`src/ireb_pkg.sv`:
```
// Purpose: shared constants and types for the interrupt enable bank
// Assumes: one 25 MHz clock, synchronous active-high reset
// Notes:   register indices are word indices; byte address is four times the index
// Overview of operation
// - any source request sets its flag bit
// - globally enabled: pending request with nonzero level vectored to cpu
// - globally disabled: no vectoring, cpu polls flags
// - port flag bit 7: pin 7 or low voltage
// - port flag bit 6: pin 6 or comparator
// - port flag bits 5..0: pin of same index
// - port flag register read/write, reset zero
// - enable high: timers, serial rx/tx, converter
// - enable low: same positions, reset zero
// - peripheral flags: rx bit 4, tx 3, converter 0
`default_nettype none

package ireb_pkg;

  // register word indices
  localparam logic [11:0] IDX_PERIPH_FLAGS = 12'hfc0;
  localparam logic [11:0] IDX_ENABLE_HIGH  = 12'hfc1;
  localparam logic [11:0] IDX_ENABLE_LOW   = 12'hfc2;
  localparam logic [11:0] IDX_PORT_FLAGS   = 12'hfc3;
  localparam logic [11:0] IDX_EVT_STATUS   = 12'hfe0;
  localparam logic [11:0] IDX_EVT_MASK     = 12'hfe1;
  localparam logic [11:0] IDX_CONTROL      = 12'hfe2;

  // reset values
  localparam logic [7:0] RST_FLAGS  = 8'h00;
  localparam logic [7:0] RST_ENABLE = 8'h00;
  localparam logic [2:0] RST_EVT    = 3'h0;
  localparam logic [0:0] RST_CTRL   = 1'h0;

  // peripheral and port flag field positions
  localparam int BIT_TIMER_B   = 6;
  localparam int BIT_TIMER_A   = 5;
  localparam int BIT_SERIAL_RX = 4;
  localparam int BIT_SERIAL_TX = 3;
  localparam int BIT_CONVERTER = 0;
  localparam int BIT_PIN7_LV   = 7;
  localparam int BIT_PIN6_CMP  = 6;

  // writable bits of the enable low and peripheral flag registers
  localparam logic [7:0] ENABLE_LOW_RW = 8'h79;
  localparam logic [7:0] PERIPH_USED   = 8'h79;

  // level given to every port flag when arbitrating
  localparam logic [1:0] PORT_LEVEL = 2'h1;

  // event status bit positions
  localparam int EVT_PORT   = 0;
  localparam int EVT_PERIPH = 1;
  localparam int EVT_VECTOR = 2;

  // synchroniser depth for pin inputs
  localparam int SYNC_STAGES = 2;

  typedef struct packed {
    logic timer_b;
    logic timer_a;
    logic serial_rx;
    logic serial_tx;
    logic converter;
  } ireb_periph_src_t;

  typedef struct packed {
    logic       valid;
    logic [3:0] id;
  } ireb_pick_t;

endpackage : ireb_pkg

`default_nettype wire

```
`src/ireb_bank.sv`:
```
// Purpose: interrupt request flags, enable bank and cpu vector hand-off
// Assumes: classic wishbone slave, 32-bit data, word-aligned registers
// Notes:   port pin, low-voltage and comparator inputs are asynchronous
//
// Register access over Wishbone was chosen for this implementation.
`timescale 1ns/1ps
`default_nettype none

module ireb_bank
  import ireb_pkg::*;
(
  input  wire logic             clk,
  input  wire logic             rst,
  // wishbone slave
  input  wire logic             cyc_i,
  input  wire logic             stb_i,
  input  wire logic             we_i,
  input  wire logic [13:0]      adr_i,
  input  wire logic [3:0]       sel_i,
  input  wire logic [31:0]      dat_i,
  output logic [31:0]           dat_o,
  output logic                  ack_o,
  // sources
  input  wire logic [7:0]       port_pin,
  input  wire logic             low_voltage_detector,
  input  wire logic             comparator_out,
  input  wire ireb_periph_src_t periph_src,
  // cpu core
  output logic                  cpu_irq_req,
  output logic [3:0]            cpu_irq_vec,
  input  wire logic             cpu_irq_ack,
  // event interrupt
  output logic                  irq
);

  // register state
  logic [7:0]  periph_flags;
  logic [7:0]  port_flags;
  logic [7:0]  enable_high;
  logic [7:0]  enable_low;
  logic [2:0]  evt_status;
  logic [2:0]  evt_mask;
  logic        global_en;

  // synchronisers and edge memory
  logic [9:0]  sync1;
  logic [9:0]  sync2;
  logic [9:0]  sync_prev;
  logic [SYNC_STAGES:0] edge_arm;

  // two flops before any logic looks at pins
  always_ff @(posedge clk) begin
    if (rst) begin
      sync1     <= '0;
      sync2     <= '0;
      sync_prev <= '0;
      edge_arm  <= '0;
    end else begin
      sync1     <= {comparator_out, low_voltage_detector, port_pin};
      sync2     <= sync1;
      sync_prev <= sync2;
      edge_arm  <= {edge_arm[SYNC_STAGES-1:0], 1'b1};
    end
  end

  // rising edges, held off until the chain refills after reset
  // (a pin already high at reset is a level, not an event)
  wire logic [9:0] rise     = (sync2 & ~sync_prev) & {10{edge_arm[SYNC_STAGES]}};
  wire logic [7:0] pin_rise = rise[7:0];
  wire logic       lv_rise  = rise[8];
  wire logic       cmp_rise = rise[9];

  // port flag set terms; shared sources merge into bits 7 and 6
  wire logic [7:0] port_set = {pin_rise[7] | lv_rise,
                               pin_rise[6] | cmp_rise,
                               pin_rise[5:0]};

  // peripheral flag set terms at their field positions
  wire logic [7:0] periph_set = {1'b0,
                                 periph_src.timer_b,
                                 periph_src.timer_a,
                                 periph_src.serial_rx,
                                 periph_src.serial_tx,
                                 2'b00,
                                 periph_src.converter};

  // bus decode
  wire logic [11:0] idx      = adr_i[13:2];
  wire logic        bus_req  = cyc_i & stb_i;
  wire logic        wr_take  = bus_req & ack_o & we_i & sel_i[0];
  wire logic        rd_take  = bus_req & ack_o & ~we_i;
  wire logic        wr_perf  = wr_take & (idx == IDX_PERIPH_FLAGS);
  wire logic        wr_port  = wr_take & (idx == IDX_PORT_FLAGS);
  wire logic        wr_enh   = wr_take & (idx == IDX_ENABLE_HIGH);
  wire logic        wr_enl   = wr_take & (idx == IDX_ENABLE_LOW);
  wire logic        wr_mask  = wr_take & (idx == IDX_EVT_MASK);
  wire logic        wr_ctrl  = wr_take & (idx == IDX_CONTROL);
  wire logic        rd_stat  = rd_take & (idx == IDX_EVT_STATUS);
  wire logic [7:0]  wbyte    = dat_i[7:0];

  // read mux; unmapped words read zero
  wire logic [7:0] rd_byte =
    (idx == IDX_PERIPH_FLAGS) ? periph_flags :
    (idx == IDX_ENABLE_HIGH)  ? enable_high :
    (idx == IDX_ENABLE_LOW)   ? enable_low :
    (idx == IDX_PORT_FLAGS)   ? port_flags :
    (idx == IDX_EVT_STATUS)   ? {5'h00, evt_status} :
    (idx == IDX_EVT_MASK)     ? {5'h00, evt_mask} :
    (idx == IDX_CONTROL)      ? {7'h00, global_en} : 8'h00;

  // arbitration inputs: peripheral flags 0..7, port flags 8..15
  wire logic [15:0] all_req = {port_flags, periph_flags};
  wire logic [31:0] all_lvl;
  ireb_pick_t       pick;

  // level per peripheral source from its enable pair; every port flag gets PORT_LEVEL
  genvar g;
  generate
    for (g = 0; g < 8; g++) begin : g_lvl
      assign all_lvl[2*g +: 2]      = {enable_high[g], enable_low[g]};
      assign all_lvl[16 + 2*g +: 2] = PORT_LEVEL;
    end
  endgenerate

  ireb_prio_arbiter u_arb (
    .req    (all_req),
    .levels (all_lvl),
    .pick   (pick)
  );

  // vector hand-off terms
  wire logic        vec_take   = cpu_irq_req & cpu_irq_ack;
  wire logic        vec_stale  = cpu_irq_req & ~all_req[cpu_irq_vec];
  wire logic        vec_load   = ~cpu_irq_req & global_en & pick.valid;
  wire logic [15:0] vec_clear  = vec_take ? (16'h0001 << cpu_irq_vec) : 16'h0000;

  // next flag values: software write, then hardware clear, set wins last
  wire logic [7:0] next_periph_flags =
    (((wr_perf ? wbyte : periph_flags) & ~vec_clear[7:0]) | periph_set) & PERIPH_USED;
  wire logic [7:0] next_port_flags =
    ((wr_port ? wbyte : port_flags) & ~vec_clear[15:8]) | port_set;

  // event terms; a read clears only the bits it returned
  wire logic [2:0] evt_set = {vec_take, |periph_set, |port_set};
  wire logic [2:0] next_evt_status =
    (evt_status & ~(rd_stat ? dat_o[2:0] : 3'h0)) | evt_set;

  // request flags
  always_ff @(posedge clk) begin
    if (rst) begin
      periph_flags <= RST_FLAGS;
      port_flags   <= RST_FLAGS;
    end else begin
      periph_flags <= next_periph_flags;
      port_flags   <= next_port_flags;
    end
  end

  // enable bank and control
  always_ff @(posedge clk) begin
    if (rst) begin
      enable_high <= RST_ENABLE;
      enable_low  <= RST_ENABLE;
      global_en   <= RST_CTRL;
    end else begin
      if (wr_enh) enable_high <= wbyte;
      if (wr_enl) enable_low  <= wbyte & ENABLE_LOW_RW;
      if (wr_ctrl) global_en  <= wbyte[0];
    end
  end

  // event status, mask and interrupt line
  always_ff @(posedge clk) begin
    if (rst) begin
      evt_status <= RST_EVT;
      evt_mask   <= RST_EVT;
      irq        <= 1'b0;
    end else begin
      evt_status <= next_evt_status;
      if (wr_mask) evt_mask <= wbyte[2:0];
      irq        <= |(next_evt_status & (wr_mask ? wbyte[2:0] : evt_mask));
    end
  end

  // wishbone answer: ack one cycle after the request, then drop
  always_ff @(posedge clk) begin
    if (rst) begin
      ack_o <= 1'b0;
      dat_o <= '0;
    end else begin
      ack_o <= bus_req & ~ack_o;
      if (bus_req & ~ack_o) dat_o <= {24'h000000, rd_byte};
    end
  end

  // vector register: held until taken, disabled or cleared by software
  always_ff @(posedge clk) begin
    if (rst) begin
      cpu_irq_req <= 1'b0;
      cpu_irq_vec <= 4'h0;
    end else if (vec_load) begin
      cpu_irq_req <= 1'b1;
      cpu_irq_vec <= pick.id;
    end else if (vec_take | vec_stale | ~global_en) begin
      cpu_irq_req <= 1'b0;
    end
  end

  // ---------------- assertions ----------------

  property p_port_set;
    @(posedge clk) disable iff (rst)
      pin_rise[3] |=> port_flags[3];
  endproperty
  a_port_set: assert property (p_port_set)
    else $error("pin 3 edge did not set its flag");

  property p_lv_set;
    @(posedge clk) disable iff (rst)
      lv_rise |=> port_flags[BIT_PIN7_LV];
  endproperty
  a_lv_set: assert property (p_lv_set)
    else $error("low voltage edge did not set bit 7");

  property p_cmp_set;
    @(posedge clk) disable iff (rst)
      cmp_rise |=> port_flags[BIT_PIN6_CMP];
  endproperty
  a_cmp_set: assert property (p_cmp_set)
    else $error("comparator edge did not set bit 6");

  property p_rx_set;
    @(posedge clk) disable iff (rst)
      periph_src.serial_rx |=> periph_flags[BIT_SERIAL_RX];
  endproperty
  a_rx_set: assert property (p_rx_set)
    else $error("serial rx request did not set bit 4");

  property p_vector;
    @(posedge clk) disable iff (rst)
      (global_en && pick.valid && !cpu_irq_req) |=>
        (cpu_irq_req && cpu_irq_vec == $past(pick.id));
  endproperty
  a_vector: assert property (p_vector)
    else $error("pending enabled request not vectored");

  property p_no_vector;
    @(posedge clk) disable iff (rst)
      !global_en |=> !cpu_irq_req;
  endproperty
  a_no_vector: assert property (p_no_vector)
    else $error("vector raised while globally disabled");

  property p_reset_clear;
    @(posedge clk)
      rst |=> (port_flags == 8'h00 && enable_high == 8'h00 && enable_low == 8'h00);
  endproperty
  a_reset_clear: assert property (p_reset_clear)
    else $error("registers not zero after reset");

  property p_enh_write;
    @(posedge clk) disable iff (rst)
      wr_enh |=> enable_high == $past(dat_i[7:0]);
  endproperty
  a_enh_write: assert property (p_enh_write)
    else $error("enable high write not stored");

  property p_enl_reserved;
    @(posedge clk) disable iff (rst)
      wr_enl |=> (enable_low[7] == 1'b0 && enable_low[2:1] == 2'h0 &&
                  enable_low[6:3] == $past(dat_i[6:3]));
  endproperty
  a_enl_reserved: assert property (p_enl_reserved)
    else $error("enable low write or reserved bits wrong");

  property p_ack_pulse;
    @(posedge clk) disable iff (rst)
      (bus_req && !ack_o) |=> ack_o ##1 !ack_o;
  endproperty
  a_ack_pulse: assert property (p_ack_pulse)
    else $error("bus ack not a one-cycle answer");

  property p_pin7_set;
    @(posedge clk) disable iff (rst)
      pin_rise[7] |=> port_flags[BIT_PIN7_LV];
  endproperty
  a_pin7_set: assert property (p_pin7_set)
    else $error("pin 7 edge did not set bit 7");

  property p_pin6_set;
    @(posedge clk) disable iff (rst)
      pin_rise[6] |=> port_flags[BIT_PIN6_CMP];
  endproperty
  a_pin6_set: assert property (p_pin6_set)
    else $error("pin 6 edge did not set bit 6");

  property p_port_write;
    @(posedge clk) disable iff (rst)
      (wr_port && !vec_take) |=> port_flags == ($past(dat_i[7:0]) | $past(port_set));
  endproperty
  a_port_write: assert property (p_port_write)
    else $error("port flag write not stored");

  property p_poll_hold;
    @(posedge clk) disable iff (rst)
      (!global_en && !wr_perf && !vec_take) |=>
        (periph_flags & $past(periph_flags)) == $past(periph_flags);
  endproperty
  a_poll_hold: assert property (p_poll_hold)
    else $error("pending flag lost while polling");

  property p_vec_take;
    @(posedge clk) disable iff (rst)
      vec_take |=> !cpu_irq_req;
  endproperty
  a_vec_take: assert property (p_vec_take)
    else $error("vector still raised after acknowledge");

  property p_evt_sticky;
    @(posedge clk) disable iff (rst)
      (evt_status[EVT_PORT] && !rd_stat) |=> evt_status[EVT_PORT];
  endproperty
  a_evt_sticky: assert property (p_evt_sticky)
    else $error("event status bit dropped without a read");

  property p_stat_clear;
    @(posedge clk) disable iff (rst)
      (rd_stat && evt_set == 3'h0) |=> (evt_status & $past(dat_o[2:0])) == 3'h0;
  endproperty
  a_stat_clear: assert property (p_stat_clear)
    else $error("status read did not clear the bits it returned");

  property p_irq_level;
    @(posedge clk) disable iff (rst)
      irq == (|(evt_status & evt_mask));
  endproperty
  a_irq_level: assert property (p_irq_level)
    else $error("irq level differs from unmasked status");

  property p_dat_upper;
    @(posedge clk) disable iff (rst)
      ack_o |-> dat_o[31:8] == 24'h000000;
  endproperty
  a_dat_upper: assert property (p_dat_upper)
    else $error("read data upper bytes not zero");

endmodule // ireb_bank

`default_nettype wire

```
`src/ireb_prio_arbiter.sv`:
```
// Purpose: picks the pending request with the highest nonzero level
// Assumes: combinational, requests and levels from the same clock domain
// Notes:   ties go to the higher index
`timescale 1ns/1ps
`default_nettype none

module ireb_prio_arbiter
  import ireb_pkg::*;
(
  input  wire logic [15:0] req,
  input  wire logic [31:0] levels,
  output var  ireb_pick_t  pick
);

  // scan upward so later (higher index) wins ties
  always_comb begin
    logic [1:0] best;
    best = 2'h0;
    pick = '0;
    for (int i = 0; i < 16; i++) begin
      if (req[i] && (levels[2*i +: 2] != 2'h0) && (levels[2*i +: 2] >= best)) begin
        best       = levels[2*i +: 2];
        pick.valid = 1'b1;
        pick.id    = 4'(i);
      end
    end
  end

endmodule // ireb_prio_arbiter

`default_nettype wire

```
`config.mk`:
```
export PLATFORM = sky130hd
export DESIGN_NAME = ireb_bank
export DESIGN_NICKNAME = d
export VERILOG_FILES = /design/src/ireb_pkg.sv /design/src/ireb_bank.sv /design/src/ireb_prio_arbiter.sv
export SDC_FILE = /design/constraint.sdc
export NUM_CORES = 1
export LEC_CHECK = 0
export ABC_AREA = 1
export BUFFER_PORTS_ARGS = -buffer_cell sky130_fd_sc_hd__buf_2
export CAP_MARGIN = 20
export CORE_ASPECT_RATIO = 1.25
export CORE_MARGIN = 3
export CORE_UTILIZATION = 57
export DETAILED_ROUTE_END_ITERATION = 6
export PLACE_DENSITY = 0.91
export SLEW_MARGIN = 20
export SYNTH_ARGS = -nofsm -noshare
export SYNTH_HDL_FRONTEND = slang
export SYNTH_SLANG_ARGS = --single-unit
```
`constraint.sdc`:
```
create_clock -name clk -period 9.1 [get_ports clk]
set_input_delay 0.91 -clock clk [delete_from_list [all_inputs] [get_ports clk]]
set_output_delay 0.91 -clock clk [all_outputs]
set_load 0.01 [all_outputs]
```
After elaboration in Yosys (flattened, before gate mapping):

Cells that the tools add are included.

* register bits: 81
* bits in latches: 0
* RAM bits: 0
* bits in read-only memories: 0
* input bits: 71
* output and inout bits: 39
* memories kept: 0

* add/sub/neg operators: 0
* multiply operators: 0
* divide/modulo/power cells: 0
* $lt $le $gt $ge: 17
* equality and inequality tests: 7
* shift-type cells: 1
* multiplexer cells: 48
* bitwise logic cells: 39
* reduce and logical (&&, ||, !) cells: 33

Operators with widths (number)
* $eq 12x12->1 const B: 7
* $mux 5: 16
* $mux 8: 5
* $mux 2: 15
* $logic_and 1x1->1: 21
* $and 10x10->10: 2
* $and 1x1->1: 17
* $ge 1x2->1 const A: 8
* $mux 16: 1
* $shl 1x4->16 const A: 1
* $ge 2x2->1: 7
* $mux 3: 4
* $reduce_bool 2->1: 6
* $not 10->10: 1
* $and 8x8->8: 1
* $not 8->8: 1
* $or 8x8->8: 1
* $reduce_or 8->1: 1
* $and 7x7->7: 1
* $mux 7: 1
* $not 7->7: 1
* $or 7x7->7: 1
* $and 3x3->3: 2
* $lt 4x5->1 const B: 1
* 10 further kinds: 23

Longest topological paths before layout:

Gate-level depths: netlist (run 1).

* word-level depth: 51
* depth in mapped cells: 44

By module:

Synthesis (run 1) repeated with hierarchy kept, for this count alone.

* cells, all modules: 778
* area total of the unflattened synthesis: 5183.7 um^2

By module, submodules not included
* ireb_bank: instances 1, cells an instance 517, area each 3856.2 um^2, sequential area each 1621.6 um^2
* ireb_prio_arbiter: instances 1, cells an instance 261, area each 1327.5 um^2, sequential area each 0.0 um^2

Worst setup path before layout (run 1):

OpenSTA, ideal clock, no wires.

* path kind: register -> register
* from: register periph_flags[0]
* to: register cpu_irq_vec[0]
* setup time: 116 ps
* arrival: 3989 ps
* path slack: 4995 ps
* cell stages (with the launch flop): 39
* buffers on the path: 0
* period minus slack after synthesis: 4105 ps
* path through: dfxtp_1 nand2_1 ha_1 nand2_1 nand3_1 nand2_2 inv_1 nor2_1 a21oi_1 ha_1 inv_1 nand2_1 nand3_1 nand2_1 nand2_2 o21ai_0 ha_1 inv_1 (+3 left out) nand2_2 nand2_1 o21ai_0 ha_1 o21ai_1 nand2_1 nand2_1 inv_1 o21ai_2 nand2_2 nand2_4 inv_4 o41ai_2 nand3_2 nand2_4 nand2_1 nand2_1 a21oi_2

* word-level cells in the longest chain between the ends: 49

RTL lines
* from (decl): line ireb_bank.sv:37 `logic [7:0] periph_flags;`
* from (signal assigned): line ireb_bank.sv:154 `periph_flags <= next_periph_flags;`
* $logic_and 1x1->1 (*) (2 in a row): line ireb_prio_arbiter.sv:21 `if (req[i] && (levels[2*i +: 2] != 2'h0) && (levels[2*i +: 2] >= best)) begin`
* $mux 2: line ireb_prio_arbiter.sv:21
* $ge 2x2->1: line ireb_prio_arbiter.sv:21
* $logic_and 1x1->1: line ireb_prio_arbiter.sv:21
* $mux 2: line ireb_prio_arbiter.sv:21
* $ge 2x2->1: line ireb_prio_arbiter.sv:21
* $logic_and 1x1->1: line ireb_prio_arbiter.sv:21
* $mux 2: line ireb_prio_arbiter.sv:21
* (+32 left out)
* $mux 2: line ireb_prio_arbiter.sv:21
* $ge 1x2->1: line ireb_prio_arbiter.sv:21
* $logic_and 1x1->1: line ireb_prio_arbiter.sv:21
* $mux 2: line ireb_prio_arbiter.sv:21
* $ge 1x2->1: line ireb_prio_arbiter.sv:21
* $logic_and 1x1->1: line ireb_prio_arbiter.sv:21
* $mux 5 (*): line ireb_prio_arbiter.sv:21
* $and 1x1->1: line ireb_bank.sv:134 `wire logic vec_load = ~cpu_irq_req & global_en & pick.valid;`
* to (signal assigned): line ireb_bank.sv:203 `cpu_irq_vec <= pick.id;`
* to (decl): line ireb_bank.sv:30 `output logic [3:0] cpu_irq_vec,`

Every way passes the cells marked *; elsewhere a longest branch is shown, timed or not.
A chain may end at the register's enable or synchronous reset.

Worst setup path in the final report (run 1):

* from: register periph_flags[0]
* to: register cpu_irq_vec[3]

The elaborated chain is that of the path after synthesis.

==> results of run 1 <==
==> stage by stage <==
step / power, mW / util [%] / hold slack, ns / setup slack [ns]
floorplan: 0.413 / - / 0.388 / 5.00
global placement: 0.423 / 62.7 / 0.390 / 4.57
detailed placement: 0.425 / 62.7 / 0.396 / 4.44
CTS: 0.753 / 66.3 / 0.408 / 4.40
global route: 0.776 / 66.3 / 0.425 / 3.84
finish: 0.753 / 66.3 / 0.404 / 4.36
==> routing by layer <==
metal / wire [um] / GRT usage [%] / vias up
li1: - / - / 1936
met1: 4040 / 29.9 / 1850
met2: 5640 / 47.4 / 204
met3: 772 / 4.63 / 55
met4: 491 / 15.2 / 0
met5: 0 / 0 / -
==> how the worst max path moves through the flow <==
stage / start / to / slack (ns) / cells after the start
after global placement: periph_flags[0]$_SDFF_PP0_ / cpu_irq_vec[1]$_SDFFE_PP0P_ / 4.57 / 38
after floorplan: periph_flags[0]$_SDFF_PP0_ / cpu_irq_vec[0]$_SDFFE_PP0P_ / 5.00 / 38
after detailed placement: periph_flags[0]$_SDFF_PP0_ / cpu_irq_vec[3]$_SDFFE_PP0P_ / 4.44 / 37
after global routing: periph_flags[0]$_SDFF_PP0_ / cpu_irq_vec[1]$_SDFFE_PP0P_ / 3.84 / 38
after CTS: periph_flags[0]$_SDFF_PP0_ / cpu_irq_vec[3]$_SDFFE_PP0P_ / 4.40 / 37
final: periph_flags[0]$_SDFF_PP0_ / cpu_irq_vec[3]$_SDFFE_PP0P_ / 4.36 / 37
==> cell families after synthesis <==
| group | share of synthesized area, % |
|---|---|
| simple gates | 26.1 |
| buf+inv | 15.8 |
| compound gates | 17.1 |
| flops | 39.1 |
| fa+ha+maj | 1.81 |
| other cells | 0.0904 |
==> final cells by class <==
type | count | area share (%)
Inverter | 113 | 9.17
Clock buffer | 9 | 2.66
Sequential cell | 81 | 34.8
Clock inverter | 7 | 2.80
Multi-Input combinational cell | 381 | 42.1
Tap cell | 90 | 2.42
Timing Repair Buffer | 56 | 6.02
==> registers in the layout, indices dropped and copies added (netlist names) <==
name,count
ack_o,1
cpu_irq_req,1
cpu_irq_vec,4
dat_o,8
edge_arm,3
enable_high,8
enable_low,5
evt_mask,3
evt_status,3
global_en,1
irq,1
periph_flags,5
port_flags,8
sync1,10
sync2,10
sync_prev,10
==> power by group through the flow <==
stage	clock (mW)	combinational, mW	sequential, mW
6_report	0.335	0.0489	0.370
5_1_grt	0.351	0.0550	0.370
4_1_cts	0.335	0.0483	0.369
3_5_place_dp	0	0.0477	0.377
3_3_place_gp	0	0.0458	0.377
2_1_floorplan	0	0.0376	0.375
==> Yosys cell counts (2+ instances only) <==
cell type / instances
a2111oi_0: 2
a21oi_1: 40
a31oi_1: 6
buf_4: 24
clkbuf_1: 7
dfxtp_1: 81
ha_1: 6
inv_1: 107
inv_2: 5
nand2_1: 101
nand2_2: 6
nand2_4: 2
nand3_1: 22
nand3_2: 3
nand4_1: 4
nand4_2: 2
nor2_1: 75
nor2_2: 8
nor2_4: 3
nor3_1: 2
nor3_2: 3
o211ai_1: 12
o21ai_0: 26
o21ai_1: 8
o21ai_2: 2
o221ai_1: 7
o22ai_1: 8
o41ai_2: 2
==> worst register-to-register path, delay by kind of cell (launching register included) <==
| kind | cells | cell delay (ns) |
|---|---|---|
| adders and majority gates | 4 | 1.14 |
| DFF | 1 | 0.43 |
| buffers and inverters | 5 | 0.30 |
| and+or+nand+nor | 20 | 1.88 |
| AOI/OAI and AO/OA | 8 | 0.94 |
==> results.sh, run 1 <==
export IMPL_status="completed"
export IMPL_irDropWorstVdd_mv=0.178
export IMPL_critical_path_top_delay_family="simple AND/OR/NAND/NOR gates"
export IMPL_htreeDepth=3
export IMPL_p_clk_share_pct=44.4
export IMPL_die_area_um2=8340
export IMPL_clock_sinks=81
export IMPL_drt_pass1_iter_count=6
export IMPL_ys_seq_area_share_pct=39.1
export IMPL_place_inst=721
export IMPL_port_buffer_count=56
export IMPL_clkLatencyLatePin_ns=0.36
export IMPL_ys_flop_type="dfxtp_1"
export IMPL_critPathArrivalTime_ns=5.03
export IMPL_postCtsHoldBufs=0
export IMPL_dr_total_vias=4045
export IMPL_maxSlewViolCount=0
export IMPL_slowest_stage="dfxtp_1"
export IMPL_final_cell_mix="inv_1 (107), nand2_1 (101), dfxtp_1 (81)"
export IMPL_fin_setup_tns_ns=0
export IMPL_fin_cells=737
export IMPL_cp_data_required_time_ns=9.39
export IMPL_r2r_start="periph_flags[0]$_SDFF_PP0_"
export IMPL_synthTopCellsByArea="dfxtp_1 (39%), inv_1 (9.7%), nand2_1 (9.1%)"
export IMPL_min_path_type="reg -> reg"
export IMPL_synthDominantCellAreaShare_pct=39.1
export IMPL_core_area_um2=7020
export IMPL_rsz0062_at_grt="no"
export IMPL_slowest_delay_ns=0.43
export IMPL_globalRouteTotalUtil_pct=26.9
export IMPL_rows=34
export IMPL_routed_wl_mm=10.9
export IMPL_cp_start_kind="flop"
export IMPL_drtAntennaViolNets=0
export IMPL_antenna_cells=0
export IMPL_cts_buffers=9
export IMPL_initial_core_util_pct=59.1
export IMPL_die_x_um=82.3
export IMPL_cts_tree="done"
export IMPL_r2r_end="cpu_irq_vec[3]$_SDFFE_PP0P_"
export IMPL_root_buffer="clkbuf_8"
export IMPL_yosysWarnings=0
export IMPL_drcViolationCount=0
export IMPL_p_sw_mw=0.185
export IMPL_vias_per_cell=5.49
export IMPL_drtIter0Drc=339
export IMPL_cts_resized_gates=0
export IMPL_clock_skew_ns=0.0180
export IMPL_switching_share_pct=24.6
export IMPL_p_int_mw=0.568
export IMPL_path_buf_inv=5
export IMPL_yosys_area_top_type="dfxtp_1"
export IMPL_die_h_um=101
export IMPL_grt_max_degree=61
export IMPL_hp_start="sync1[8]$_SDFF_PP0_"
export IMPL_crit_top_cell="nand2_1"
export IMPL_hpwl_mm=8.24
export IMPL_synthArstFlopShare_pct=0
export IMPL_p_leak_nw=2.18
export IMPL_finalCriticalPeriod_ns=4.74
export IMPL_final_layout_size_suffix_gt1_share_pct=17.3
export IMPL_fillCellCount=613
export IMPL_grt_pass1_vias=3753
export IMPL_syn_avg_cell_area_um2=7.08
export IMPL_hold_path_depth=2
export IMPL_fin_crit_sh_pct=52.1
export IMPL_placed_area_um2=4400
export IMPL_syn_to_final_growth_pct=12.2
export IMPL_crit_type="reg -> reg"
export IMPL_gp_congestion=0.958
export IMPL_avgRoutedWirePerCell_um=14.8
export IMPL_multiInputGateArea_um2=1960
export IMPL_final_common_cell="inv_1"
export IMPL_whs_endpoint="sync2[8]$_SDFF_PP0_"
export IMPL_post_cts_buffers=0
export IMPL_final_setup_viol_count=0
export IMPL_max_cap_violations=0
export IMPL_finalHoldViolCount=0
export IMPL_worstPathMaxFanout=9
export IMPL_pwr_share_comb_pct=6.5
export IMPL_nets=719
export IMPL_cts_buffer_depth=2
export IMPL_max_slew_margin_rel_pct=31.8
export IMPL_regArea_um2=1620
export IMPL_synthDistinctLibCells=40
export IMPL_overflow=0
export IMPL_ys_ff_latch=81
export IMPL_r2r_slack_ns=4.36
export IMPL_design_area_um2=4650
export IMPL_fmax_ghz=0.211
export IMPL_worst_pin_slew_ns=1.02
export IMPL_reg2regPathDepth=37
export IMPL_clkTransAtPathRegs_ns=0.09
export IMPL_ios=110
export IMPL_power_density_nw_per_um2=162
export IMPL_netlist_area_um2=4150
export IMPL_grt_antenna_before_repair=0
export IMPL_syn_inst=586
export IMPL_synth_edf_count=0
export IMPL_cp_end_kind="flop"
export IMPL_seqPwrFrac_pct=49.1
export IMPL_grt_pass1_wl_mm=17.0
Note: power is estimated with default switching activity, not from simulation.
==> run 2, diff against run 1 <==
- CORE_UTILIZATION: 57 -> 48
- PLACE_DENSITY: 0.91 -> 0.83
- clock period: 9.1 -> 4.1 ns (I/O delays scaled with it)
==> results.sh, run 2 (same netlist as run 1, synthesis figures left out) <==
export IMPL_dr_total_vias=4076
export IMPL_seqPwrFrac_pct=52.7
export IMPL_cp_data_required_time_ns=4.40
export IMPL_setup_ws_ns=-0.0618
export IMPL_grt_pass1_wl_mm=17.1
export IMPL_violations="setup timing"
export IMPL_placed_area_um2=4570
export IMPL_die_h_um=110
export IMPL_slowest_delay_ns=0.39
export IMPL_r2r_start="periph_flags[0]$_SDFF_PP0_"
export IMPL_grt_antenna_before_repair=0
export IMPL_overflow=0
export IMPL_critical_path_top_delay_family="simple AND/OR/NAND/NOR gates"
export IMPL_whs_endpoint="sync1[9]$_SDFF_PP0_"
export IMPL_hold_path_depth=3
export IMPL_fin_setup_tns_ns=-0.220
export IMPL_pwr_share_comb_pct=7.3
export IMPL_drcViolationCount=0
export IMPL_cp_start_kind="flop"
export IMPL_p_int_mw=1.14
export IMPL_r2r_slack_ns=-0.06
export IMPL_final_common_cell="inv_1"
export IMPL_die_area_um2=9800
export IMPL_grt_pass1_vias=3741
export IMPL_ios=110
export IMPL_slowest_stage="dfxtp_4"
export IMPL_grt_max_degree=61
export IMPL_crit_type="reg -> reg"
export IMPL_syn_to_final_growth_pct=20.5
export IMPL_p_clk_share_pct=40.0
export IMPL_cts_buffers=9
export IMPL_maxSlewViolCount=0
export IMPL_clkLatencyLatePin_ns=0.36
export IMPL_final_layout_size_suffix_gt1_share_pct=25.5
export IMPL_design_area_um2=5000
export IMPL_cts_buffer_depth=2
export IMPL_vias_per_cell=5.29
export IMPL_clock_skew_ns=0.0122
export IMPL_finalCriticalPeriod_ns=4.16
export IMPL_drt_pass1_iter_count=5
export IMPL_min_path_type="in -> reg"
export IMPL_status="finished with violations"
export IMPL_clkTransAtPathRegs_ns=0.10
export IMPL_port_buffer_count=56
export IMPL_finalHoldViolCount=0
export IMPL_rsz0062_at_grt="yes"
export IMPL_cts_tree="done"
export IMPL_critPathArrivalTime_ns=4.46
export IMPL_path_buf_inv=6
export IMPL_rows=37
export IMPL_initial_core_util_pct=49.8
export IMPL_worst_pin_slew_ns=0.728
export IMPL_worstPathMaxFanout=5
export IMPL_fmax_ghz=0.240
export IMPL_routed_wl_mm=11.2
export IMPL_root_buffer="clkbuf_8"
export IMPL_clock_sinks=81
export IMPL_r2r_end="cpu_irq_vec[3]$_SDFFE_PP0P_"
export IMPL_hp_start="comparator_out"
export IMPL_globalRouteTotalUtil_pct=22.6
export IMPL_max_cap_violations=0
export IMPL_antenna_cells=0
export IMPL_crit_top_cell="nand2_2"
export IMPL_power_density_nw_per_um2=312
export IMPL_drtAntennaViolNets=0
export IMPL_avgRoutedWirePerCell_um=14.5
export IMPL_reg2regPathDepth=39
export IMPL_core_area_um2=8330
export IMPL_die_x_um=89.1
export IMPL_largestRegisters="sync1 x10, sync2 x10, sync_prev x10"
export IMPL_final_cell_mix="inv_1 (103), nand2_1 (90), dfxtp_1 (78)"
export IMPL_max_slew_margin_rel_pct=51.4
export IMPL_irDropWorstVdd_mv=0.288
export IMPL_p_sw_mw=0.418
export IMPL_nets=746
export IMPL_drtIter0Drc=311
export IMPL_gp_congestion=0.992
export IMPL_switching_share_pct=26.9
export IMPL_final_setup_viol_count=5
export IMPL_hpwl_mm=8.24
export IMPL_htreeDepth=3
export IMPL_p_leak_nw=2.33
export IMPL_cp_end_kind="flop"
export IMPL_fin_crit_sh_pct=102
run 2: cell count changes in the layout (fill, tap and decap cells not counted), moves of 3 or more:
| cell | before | now |
|---|---|---|
| inv_2 | 5 | 9 |
| nand2_1 | 101 | 90 |
| nand2_2 | 6 | 17 |
| dfxtp_1 | 81 | 78 |
| inv_1 | 107 | 103 |
| buf_4 | 0 | 24 |
| nand3_2 | 3 | 9 |
| nand3_1 | 22 | 15 |
run 2: power by group through the flow:
stage                     Combinational (mW)  Sequential (mW)  Clock [mW]
after floorplan                       0.0834            0.833           0
after global placement                 0.105            0.836           0
after detailed placement               0.109            0.837           0
after CTS                              0.111            0.819       0.627
after global routing                   0.129            0.822       0.656
final                                  0.114            0.820       0.623
run 2: routing by layer:
layer / GRT usage (%) / vias up / wire [um]
met5: 0 / - / 0
li1: - / 1998 / -
met4: 7.87 / 0 / 301
met1: 26.1 / 1884 / 4320
met2: 41.6 / 162 / 5880
met3: 3.37 / 32 / 713
run 2: what timing repair did:
| action | 4_1_cts | 5_1_grt |
|---|---|---|
| pin swaps | 14 | 25 |
| resized for setup | 17 | 28 |
| endpoints found under the setup margin | 5 | 5 |
| hold buffers | 0 | 0 |
| gates cloned | 1 | 0 |
| buffers inserted | 2 | 2 |
run 2: area by class of cell:
| type | instances | area [um2] |
|---|---|---|
| Clock buffer | 9 | 124 |
| Clock inverter | 7 | 87.6 |
| Fill cell | 754 | 3340 |
| Inverter | 113 | 429 |
| Multi-Input combinational cell | 382 | 2120 |
| Sequential cell | 81 | 1630 |
| Tap cell | 97 | 121 |
| Timing Repair Buffer | 82 | 483 |
run 2: tightest hold or removal path: stages:
cell and delay, ns:
buf_2 0.09, inv_1 0.04, nor2_1 0.03
run 2: metrics by stage:
step / power (mW) / setup slack [ns] / std cells / hold slack (ns) / utilization, %
after detailed placement: 0.946 / -0.206 / 750 / 0.395 / 54.9
after CTS: 1.56 / 0.0112 / 769 / 0.234 / 58.7
after floorplan: 0.917 / 0.0350 / 609 / 0.388 / -
after global placement: 0.941 / -0.103 / 750 / 0.389 / 54.9
after global routing: 1.61 / -0.381 / 771 / 0.248 / 60.0
final: 1.56 / -0.0618 / 771 / 0.247 / 60.0
run 2: worst max-delay path by stage:
stage / startpoint / endpoint / slack, ns / cells after the start
3_5_place_dp: periph_flags[0]$_SDFF_PP0_ / cpu_irq_vec[1]$_SDFFE_PP0P_ / -0.21 / 38
2_1_floorplan: periph_flags[0]$_SDFF_PP0_ / cpu_irq_vec[0]$_SDFFE_PP0P_ / 0.04 / 39
4_1_cts: periph_flags[0]$_SDFF_PP0_ / cpu_irq_vec[3]$_SDFFE_PP0P_ / 0.01 / 39
5_1_grt: periph_flags[0]$_SDFF_PP0_ / cpu_irq_vec[3]$_SDFFE_PP0P_ / -0.38 / 39
6_report: periph_flags[0]$_SDFF_PP0_ / cpu_irq_vec[3]$_SDFFE_PP0P_ / -0.06 / 39
3_3_place_gp: periph_flags[0]$_SDFF_PP0_ / cpu_irq_vec[3]$_SDFFE_PP0P_ / -0.10 / 37
